<file path="config.mk">
export PLATFORM = sky130hd
export DESIGN_NAME = tcu_core
export DESIGN_NICKNAME = d
export VERILOG_FILES = /design/src/hdl/tcu_pkg.sv /design/src/hdl/tcu_core.sv
export VERILOG_INCLUDE_DIRS = /design/src /design/src/hdl
export SDC_FILE = /design/constraint.sdc
export NUM_CORES = 1
export LEC_CHECK = 0
export BUFFER_PORTS_ARGS = -buffer_cell sky130_fd_sc_hd__buf_2
export CORE_AREA = 2 2 165 167
export CTS_CLUSTER_SIZE = 40
export DETAILED_ROUTE_END_ITERATION = 6
export DIE_AREA = 0 0 167 169
export PLACE_DENSITY = 0.44
export SLEW_MARGIN = 25
export SYNTH_ARGS = -nofsm -noshare
export SYNTH_HDL_FRONTEND = slang
export SYNTH_SLANG_ARGS = --single-unit
</file>
<file path="constraint.sdc">
create_clock -name clk_sys -period 3.3 [get_ports clk_sys]
set_clock_uncertainty 0.1 [all_clocks]
set_input_delay 0.495 -clock clk_sys [delete_from_list [all_inputs] [get_ports clk_sys]]
set_output_delay 0.495 -clock clk_sys [all_outputs]
set_load 0.05 [all_outputs]
</file>
<file path="src/hdl/tcu_params.svh">
// Purpose: Constants for the two-channel timer core.
// Assumes: Byte registers, one per aligned 32-bit word.
// Notes:   Offsets are byte addresses.
`ifndef TCU_PARAMS_SVH
`define TCU_PARAMS_SVH
// ==========================================
// Register offsets
`define TCU_OFS_CTRL   6'h00
`define TCU_OFS_CNTH   6'h04
`define TCU_OFS_CNTL   6'h08
`define TCU_OFS_MODH   6'h0C
`define TCU_OFS_MODL   6'h10
`define TCU_OFS_CH0C   6'h14
`define TCU_OFS_CH0H   6'h18
`define TCU_OFS_CH0L   6'h1C
`define TCU_OFS_CH1C   6'h20
`define TCU_OFS_CH1H   6'h24
`define TCU_OFS_CH1L   6'h28
`define TCU_CH_STRIDE  6'h0C
// ==========================================
// Field positions
`define TCU_B_FLAG     7
`define TCU_B_IE       6
`define TCU_B_STOP     5
`define TCU_B_CLR      4
`define TCU_B_MSB      5
`define TCU_B_MSA      4
`define TCU_B_ELSB     3
`define TCU_B_ELSA     2
`define TCU_B_TOV      1
`define TCU_B_MAX      0
// ==========================================
// Reset values and counts
`define TCU_RST_MOD    16'hFFFF
`define TCU_RST_STOP   1'h1
`define TCU_DIV_EXT    3'h7
`define TCU_NCH        2
`endif

</file>
<file path="src/hdl/tcu_pkg.sv">
// Purpose: Types for the two-channel timer core.
// Assumes: Constants come from tcu_params.svh.
// Notes:   State is one packed struct.
package tcu_pkg;
  typedef struct packed {
    logic ie;
    logic msb;
    logic msa;
    logic elsb;
    logic elsa;
    logic tov;
    logic max;
  } tcu_chctl_t;
  typedef struct packed {
    tcu_chctl_t  ctl;
    logic        flag;
    logic        armed;
    logic [15:0] val;
    logic        lock;
    logic        pin;
    logic        maxact;
  } tcu_ch_t;
  typedef struct packed {
    logic [1:0] out;
    logic [1:0] oe_n;
  } tcu_pins_t;
  typedef struct packed {
    tcu_ch_t [1:0]   ch;
    logic [15:0]     cnt;
    logic [15:0]     modv;
    logic [5:0]      presc;
    logic            wflag;
    logic            warmed;
    logic            wie;
    logic            stop;
    logic [2:0]      div;
    logic            latched;
    logic [7:0]      cnt_buf;
    logic            mod_lock;
    logic            cnt_upd;
    logic [2:0]      ext_s;
    logic [1:0][2:0] pin_s;
    logic            buf_sel;
    logic            buf_last;
    logic            ack;
    logic [7:0]      rdata;
  } tcu_state_t;
endpackage

</file>
<file path="src/hdl/tcu_core.sv">
// Purpose: Two-channel 16-bit timer with capture, compare and PWM.
// Assumes: Avalon-MM slave, byte registers on word addresses.
// Notes:   Every bus access answers one cycle after it is raised.
`timescale 1ns/10ps
`default_nettype none
`include "tcu_params.svh"

// Function
// - Divider select 0..6 picks bus clock /1../64; 7 picks external count clock.
// - Counter high read latches low byte until low byte is read.
// - Reset and the counter clear bit zero the counter.
// - Counter equal to limit sets wrap flag; next tick restarts at zero.
// - Limit high write suppresses wrap flag until limit low write.
// - Reset loads limit with all ones.
// - Channel flag sets on active capture edge or compare match.
// - Flag clears by read with flag set then write 0; new event wins.
// - Channel request is flag and enable together; channel 1 also needs the buffered bit clear.
// - Buffered bit on channel 0 links channels and frees channel 1 pin.
// - Mode bit selects capture or compare; with edge bits 00 presets pin.
// - Edge bits 00 leave the pin under port control.
// - Capture edge: 01 rising, 10 falling, 11 both.
// - Compare action: 00 none, 01 toggle, 10 clear, 11 set.
// - Wrap action beats a coinciding compare action.
// - Max duty bit forces full duty from the next period.
// - Channel value holds capture or compare value; reset value zero.
// - Capture high read blocks captures until low read.
// - Compare high write blocks matches until low write.
// - Stop bit holds the counter; reset sets it.
module tcu_core
  import tcu_pkg::*;
(
  input  wire logic        clk_sys,
  input  wire logic        arst_n,
  input  wire logic [5:0]  address,
  input  wire logic        read,
  input  wire logic        write,
  input  wire logic [31:0] writedata,
  input  wire logic [3:0]  byteenable,
  output logic [31:0]      readdata,
  output logic             waitrequest,
  input  wire logic        ext_count_clock,
  input  wire logic [1:0]  channel_pin_in,
  output tcu_pins_t        channel_pin,
  output logic             irq_wrap,
  output logic [1:0]       irq_channel
);

  // ==========================================
  // Helpers

  function automatic logic hit(input logic [5:0] a, input logic [5:0] ofs);
    hit = (a[5:2] == ofs[5:2]);
  endfunction

  function automatic logic div_tick(input logic [2:0] sel, input logic [5:0] p, input logic ext);
    logic [5:0] mask;
    mask = 6'h3F >> (3'h6 - sel);
    if (sel == `TCU_DIV_EXT) begin
      div_tick = ext;
    end else if (sel == 3'h0) begin
      div_tick = 1'b1;
    end else begin
      div_tick = ((p & mask) == mask);
    end
  endfunction

  function automatic logic [7:0] ctl_byte(input tcu_ch_t c);
    ctl_byte = {c.flag, c.ctl.ie, c.ctl.msb, c.ctl.msa, c.ctl.elsb, c.ctl.elsa, c.ctl.tov, c.ctl.max};
  endfunction

  // ==========================================
  // State

  tcu_state_t s;
  tcu_state_t next_s;

  logic req;
  logic rd;
  logic wr;
  logic tick;
  logic wrap_hit;
  logic wrap_evt;
  logic [7:0] wd;
  logic [1:0] oe_n_c;

  assign req = (read | write) & ~s.ack;
  assign rd = req & read;
  assign wr = req & write & byteenable[0];
  assign wd = writedata[7:0];
  assign waitrequest = (read | write) & ~s.ack;
  assign readdata = {24'h000000, s.rdata};

  // Wrap is judged when a new count shows, so the flag follows the value.
  assign wrap_hit = s.cnt_upd & (s.cnt == s.modv);
  assign wrap_evt = wrap_hit & ~s.mod_lock;

  // ==========================================
  // Next state

  always_comb begin
    logic ext_rise;
    logic off1;
    logic buffered;
    logic cap_mode;
    logic cmpf;
    logic cmp_pin;
    logic rise;
    logic fall;
    logic cap_evt;
    logic cmp_evt;
    logic force_full;
    logic hold;
    logic [1:0] els;
    logic [15:0] cmpv;
    logic [5:0] ofs;
    ext_rise = 1'b0;
    off1 = 1'b0;
    buffered = 1'b0;
    cap_mode = 1'b0;
    cmpf = 1'b0;
    cmp_pin = 1'b0;
    rise = 1'b0;
    fall = 1'b0;
    cap_evt = 1'b0;
    cmp_evt = 1'b0;
    force_full = 1'b0;
    hold = 1'b0;
    els = 2'h0;
    cmpv = 16'h0000;
    ofs = 6'h00;
    oe_n_c = 2'h3;
    next_s = s;
    next_s.ack = req;
    next_s.cnt_upd = 1'b0;

    // Synchronisers; stage 0 feeds only stage 1.
    next_s.ext_s = {s.ext_s[1:0], ext_count_clock};
    for (int i = 0; i < `TCU_NCH; i++) begin
      next_s.pin_s[i] = {s.pin_s[i][1:0], channel_pin_in[i]};
    end
    ext_rise = s.ext_s[1] & ~s.ext_s[2];

    // Counter and prescaler.
    next_s.presc = s.presc + 6'h01;
    tick = div_tick(s.div, s.presc, ext_rise) & ~s.stop;
    if (tick) begin
      next_s.cnt_upd = 1'b1;
      if (s.cnt == s.modv) begin
        next_s.cnt = 16'h0000;
      end else begin
        next_s.cnt = s.cnt + 16'h0001;
      end
    end
    if (wrap_hit) begin
      next_s.buf_sel = s.buf_last;
    end

    // Bus reads with their side effects.
    if (rd) begin
      next_s.rdata = 8'h00;
      if (hit(address, `TCU_OFS_CTRL)) begin
        next_s.rdata = {s.wflag, s.wie, s.stop, 1'b0, 1'b0, s.div};
        next_s.warmed = s.wflag;
      end
      if (hit(address, `TCU_OFS_CNTH)) begin
        next_s.rdata = s.cnt[15:8];
        if (!s.latched) begin
          next_s.latched = 1'b1;
          next_s.cnt_buf = s.cnt[7:0];
        end
      end
      if (hit(address, `TCU_OFS_CNTL)) begin
        next_s.rdata = s.latched ? s.cnt_buf : s.cnt[7:0];
        next_s.latched = 1'b0;
      end
      if (hit(address, `TCU_OFS_MODH)) begin
        next_s.rdata = s.modv[15:8];
      end
      if (hit(address, `TCU_OFS_MODL)) begin
        next_s.rdata = s.modv[7:0];
      end
    end

    // Bus writes to the timer registers.
    if (wr && hit(address, `TCU_OFS_CTRL)) begin
      next_s.wie = wd[`TCU_B_IE];
      next_s.stop = wd[`TCU_B_STOP];
      next_s.div = wd[2:0];
      next_s.warmed = 1'b0;
      if (!wd[`TCU_B_FLAG] && s.warmed) begin
        next_s.wflag = 1'b0;
      end
      if (wd[`TCU_B_CLR]) begin
        next_s.cnt = 16'h0000;
        next_s.presc = 6'h00;
        next_s.cnt_upd = 1'b0;
      end
    end
    if (wr && hit(address, `TCU_OFS_MODH)) begin
      next_s.modv[15:8] = wd;
      next_s.mod_lock = 1'b1;
    end
    if (wr && hit(address, `TCU_OFS_MODL)) begin
      next_s.modv[7:0] = wd;
      next_s.mod_lock = 1'b0;
    end

    // A new wrap kills a pending clear, and the set wins.
    if (wrap_evt) begin
      next_s.wflag = 1'b1;
      next_s.warmed = 1'b0;
    end

    // ==========================================
    // Channels

    for (int i = 0; i < `TCU_NCH; i++) begin
      ofs = `TCU_OFS_CH0C + ((i == 1) ? `TCU_CH_STRIDE : 6'h00);
      els = {s.ch[i].ctl.elsb, s.ch[i].ctl.elsa};
      buffered = (i == 0) && s.ch[0].ctl.msb;
      off1 = (i == 1) && s.ch[0].ctl.msb;
      cap_mode = !off1 && !buffered && !s.ch[i].ctl.msa && (els != 2'h0);
      cmpf = !off1 && (buffered ? (els != 2'h0) : s.ch[i].ctl.msa);
      cmp_pin = cmpf && (els != 2'h0);
      rise = s.pin_s[i][1] & ~s.pin_s[i][2];
      fall = ~s.pin_s[i][1] & s.pin_s[i][2];
      cap_evt = cap_mode && !s.stop && !s.ch[i].lock
                && ((s.ch[i].ctl.elsa && rise) || (s.ch[i].ctl.elsb && fall));
      cmpv = buffered ? s.ch[s.buf_sel].val : s.ch[i].val;
      cmp_evt = cmpf && s.cnt_upd && (s.cnt == cmpv) && !s.ch[i].lock;
      force_full = s.ch[i].ctl.tov && s.ch[i].maxact;
      hold = (els != 2'h3);

      // Register reads.
      if (rd && hit(address, ofs)) begin
        next_s.rdata = ctl_byte(s.ch[i]);
        next_s.ch[i].armed = s.ch[i].flag;
      end
      if (rd && hit(address, ofs + 6'h04)) begin
        next_s.rdata = s.ch[i].val[15:8];
        if (cap_mode) begin
          next_s.ch[i].lock = 1'b1;
        end
      end
      if (rd && hit(address, ofs + 6'h08)) begin
        next_s.rdata = s.ch[i].val[7:0];
        if (cap_mode) begin
          next_s.ch[i].lock = 1'b0;
        end
      end

      // Register writes.
      if (wr && hit(address, ofs)) begin
        next_s.ch[i].ctl.ie = wd[`TCU_B_IE];
        next_s.ch[i].ctl.msb = (i == 0) ? wd[`TCU_B_MSB] : 1'b0;
        next_s.ch[i].ctl.msa = wd[`TCU_B_MSA];
        next_s.ch[i].ctl.elsb = wd[`TCU_B_ELSB];
        next_s.ch[i].ctl.elsa = wd[`TCU_B_ELSA];
        next_s.ch[i].ctl.tov = wd[`TCU_B_TOV];
        next_s.ch[i].ctl.max = wd[`TCU_B_MAX];
        next_s.ch[i].armed = 1'b0;
        if (!wd[`TCU_B_FLAG] && s.ch[i].armed) begin
          next_s.ch[i].flag = 1'b0;
        end
      end
      if (wr && hit(address, ofs + 6'h04)) begin
        next_s.ch[i].val[15:8] = wd;
        if (!cap_mode) begin
          next_s.ch[i].lock = 1'b1;
        end
      end
      if (wr && hit(address, ofs + 6'h08)) begin
        next_s.ch[i].val[7:0] = wd;
        next_s.buf_last = i[0];
        if (!cap_mode) begin
          next_s.ch[i].lock = 1'b0;
        end
      end

      // Events; the set wins over a clear in the same cycle.
      if (cap_evt) begin
        next_s.ch[i].val = s.cnt;
      end
      if (cap_evt || cmp_evt) begin
        next_s.ch[i].flag = 1'b1;
        next_s.ch[i].armed = 1'b0;
      end

      // Pin level. Max duty is sampled only at a wrap, so a change
      // waits for the next period instead of cutting a pulse short.
      if (els == 2'h0) begin
        next_s.ch[i].pin = ~s.ch[i].ctl.msa;
      end else if (cmp_pin) begin
        if (wrap_hit && s.ch[i].ctl.tov) begin
          next_s.ch[i].maxact = s.ch[i].ctl.max;
          if (s.ch[i].ctl.max) begin
            next_s.ch[i].pin = hold;
          end else begin
            next_s.ch[i].pin = ~s.ch[i].pin;
          end
        end else if (cmp_evt && !force_full) begin
          case (els)
            2'h1: next_s.ch[i].pin = ~s.ch[i].pin;
            2'h2: next_s.ch[i].pin = 1'b0;
            2'h3: next_s.ch[i].pin = 1'b1;
            default: next_s.ch[i].pin = s.ch[i].pin;
          endcase
        end
      end
      if (!s.ch[i].ctl.tov) begin
        next_s.ch[i].maxact = 1'b0;
      end
      oe_n_c[i] = ~cmp_pin;
    end
  end

  // ==========================================
  // Registers

  always_ff @(posedge clk_sys or negedge arst_n) begin
    if (!arst_n) begin
      s <= '0;
      s.modv <= `TCU_RST_MOD;
      s.stop <= `TCU_RST_STOP;
    end else begin
      s <= next_s;
    end
  end

  // ==========================================
  // Outputs

  assign channel_pin.out = {s.ch[1].pin, s.ch[0].pin};
  assign channel_pin.oe_n = oe_n_c;
  assign irq_wrap = s.wflag & s.wie;
  assign irq_channel[0] = s.ch[0].flag & s.ch[0].ctl.ie;
  assign irq_channel[1] = s.ch[1].flag & s.ch[1].ctl.ie & ~s.ch[0].ctl.msb;

endmodule
`default_nettype wire

</file>
==> out/qor.csv <==
stage,metric,value,unit
outcome,status,"complete, no violations",
yosys,Post-synth ARST share,100.0,%
yosys,library cells used by synthesis,65,
grt,initial antenna violation count,0,
placement,Area after DPL,0.008310,mm2
worst_hold_path,worst min path class,input pin to async pin,
clock_network,CTS tree,done,
yosys,top post-synthesis cells by area,"dfrtp_1 37%, mux2i_1 6.0%, dfstp_2 5.7%",
sta,pin slew with the least headroom to its limit,0.8627,ns
clock_network,CTS Hold Buffers Added,0,
floorplan,io pins,89,
setup_path,critical path's largest stage delay,0.56,ns
flow_run,Max-Cap Viols,0,
setup_path,CP required,3.49,ns
setup_path,worst path bufs/invs,2,
clock_network,clock sinks,131,
pwr,maximum vdd drop,0.3430,mV
grt,largest net degree at the start of global routing,72,
drt,initial DRC count,474,
sta,setup_tns,0,ns
sta,slew margin rel.,41.00,%
setup_path,CP startpoint kind,flop,
clock_network,CTS max path bufs,2,
setup_path,critical path data arrival time,3.15,ns
floorplan,Core ar.,0.02650,mm2
yosys,"Top FF cell, synth",dfrtp_1,
clock_network,Num CTS Buffers,17,
grt,total global routing overflow,0,
sta,Final period util,89.43,%
drt,final wirelength,25.17,mm
drt,vias per cell,5.053,
final_layout,Final Cell Area,0.008924,mm2
pwr,PwrDens,781.8,mW/mm2
final_layout,share of layout cells above drive strength 1,21.26,%
clock_network,Resize count post-CTS,0,
sta,final slew viol count,0,
yosys,post-synthesis sequential area ratio,42.30,%
drt,ANT nets after route,0,
clock_network,Setup Buffers After CTS,0,
grt,All-Layer GR Usage,18.36,%
yosys,leading area contributor after synthesis,dfrtp_1,
setup_path,CP Capture Type,flop,
sta,Final Hold Viols,0,
sta,unrepaired setup endpoints after global routing,false,
yosys,"FF+latch count, synth",131,
yosys,commonest cells in the netlist,"114 x dfrtp_1, 90 x nor2_1, 55 x a21oi_1, 54 x nand2_1",
floorplan,Site Rows,60,
sta,post-layout minimum cycle time,2.951,ns
floorplan,Starting Density,29.43,%
floorplan,Die Height,169,um
placement,Final GP Congestion,0.8757,
placement,dpl hpwl,18.45,mm
yosys,yosys warns,0,
setup_path,family with the most delay on the worst path,compound AO/OA/AOI/OAI gates,
clock_network,Root Buffer,clkbuf_16,
clock_network,"CTS clk-pin slew, worst paths",0.06,ns
sta,Setup-failing EPs final,0,
sta,achievable frequency,338.8,MHz
placement,PortBufs,35,
clock_network,worst skew pair latency,0.42,ns
drt,vias after detailed routing,6049,
final_layout,diodes inserted,0,
pwr,leakage,3.715,nW
floorplan,die area,0.02822,mm2
drt,Pre-antenna DRT Iters,5,
yosys,"EDFF count, synth",0,
setup_path,Slowest cell on crit path,dfrtp_1,
setup_path,Worst Setup Path Type,flop to flop,
yosys,cell count after synthesis,810,
clock_network,H-tree depth,4,
yosys,share of Yosys cell area claimed by the top area cell type,36.57,%
grt,first-pass GRT wire length,38.46,mm
drt,number of remaining DRC errors,0,
grt,vias in the first global route,5944,
yosys,most numerous cell in the Yosys netlist,dfrtp_1,
yosys,Avg Inst Size Synth,9.630,um2
setup_path,critical path peak fanout,9,
setup_path,"Critical Path, Cell by Cell","inv_1, o21ai_1, mux4_2, a222oi_1, nor2_1, a2111oi_0, buf_4, o31ai_1",
final_layout,"Area growth, synth to finish",14.40,%
drt,wire length per cell,21.02,um
yosys,synthesized area,0.007800,mm2
floorplan,Die Wd,167,um
final_layout,Final nets,901,
==> registers in the layout, indices dropped and copies added, names as in the netlist <==
register     flops
readdata         8
s              115
channel_pin      2
next_s           6
==> metal layers <==
layer	share of wire, %	GRT usage [%]	vias up
li1	-	-	2864
met1	47	25.34	2989
met2	47	29.31	166
met3	4.3	3.156	30
met4	2.2	5.960	0
met5	0	0	-
==> worst paths after layout <==
kind,slack (ns),startpoint,cells past startpoint,end
min in group clk_sys,0.08,channel_pin_in[1],1,next_s[15]$_DFF_PN0_
worst min-delay path,0.0003,arst_n,1,s[61]$_DFF_PN0_
worst max register to register,0.35,s[66]$_DFF_PN0_,8,readdata[6]$_DFFE_PN0P_
worst max-delay path,0.35,s[66]$_DFF_PN0_,8,readdata[6]$_DFFE_PN0P_
worst min register to register,0.25,next_s[15]$_DFF_PN0_,0,next_s[16]$_DFF_PN0_
max in group asynchronous,2.25,arst_n,2,s[50]$_DFFE_PN1P_
==> power breakdown <==
part	internal (W)	total [W]	switching (W)
logic	0.000959	0.00227	0.00131
clock network	0.00129	0.00200	0.000714
registers	0.00206	0.00270	0.000647
total	0.00430	0.00698	0.00267
==> kinds of logic after synthesis <==
kind of cell,after synthesis,synth area share [%]
XOR/XNOR,51,5.727
AND/OR/NAND/NOR,267,17.21
buffers and inverters,108,7.475
flip-flops,131,42.30
AO/OA/AOI/OAI,151,12.40
multiplexers,92,13.39
other,1,0.04808
adder cells (fa/ha/maj),9,1.444
==> cell type report <==
class,instances,area (um2)
Clock buffer,27,513.0
Clock inverter,5,100.1
Fill cell,2751,17580
Inverter,25,93.84
Multi-Input combinational cell,594,4004
Sequential cell,131,3299
Tap cell,341,426.7
Timing Repair Buffer,74,486.7
==> worst reg2reg max path, delay by kind of cell, from the launching register on <==
family                 cells  cell delay, ns
DFF                        1            0.56
and+or+nand+nor            1            0.11
buffers and inverters      2            0.48
muxes                      1            0.46
AOI/OAI and AO/OA          4            1.12
==> cells in the final DEF (no fill, tap or decap), types with 5 or more instances in the layout <==
cell type and instances:
inv_1 24, nand4_1 10, o31ai_1 7, mux4_2 6, mux2_2 39, clkbuf_8 5, dfrtp_1 114, xnor2_1 47
nor3_1 9, clkbuf_16 17, o2111ai_1 6, o21ai_0 33, nor2_1 90, and3_1 13, buf_4 38, a222oi_1 5
nand3_1 17, conb_1 24, mux2i_1 47, nand2b_1 17, a21oi_1 55, buf_2 34, dfstp_2 17, ha_1 9
clkbuf_1 5, and2_1 8, nor4_1 7, nand3b_1 5, nand2_1 54, nor2b_1 11
==> per-stage QoR <==
step | setup WS [ns] | hold slack [ns] | util, % | power, W | instances
2_1_floorplan | 0.8751 | 0.09941 | - | 0.004157 | 833
3_3_place_gp | 0.3148 | 0.2363 | 31.36 | 0.004985 | 1165
3_5_place_dp | 0.3130 | 0.2410 | 31.36 | 0.004986 | 1165
4_1_cts | 0.2903 | 0.03225 | 33.67 | 0.007014 | 1197
5_1_grt | 0.2582 | 0.05743 | 33.67 | 0.007375 | 1197
6_report | 0.3488 | 0.0003455 | 33.67 | 0.006976 | 1197
(Power assumes the default switching activity.)
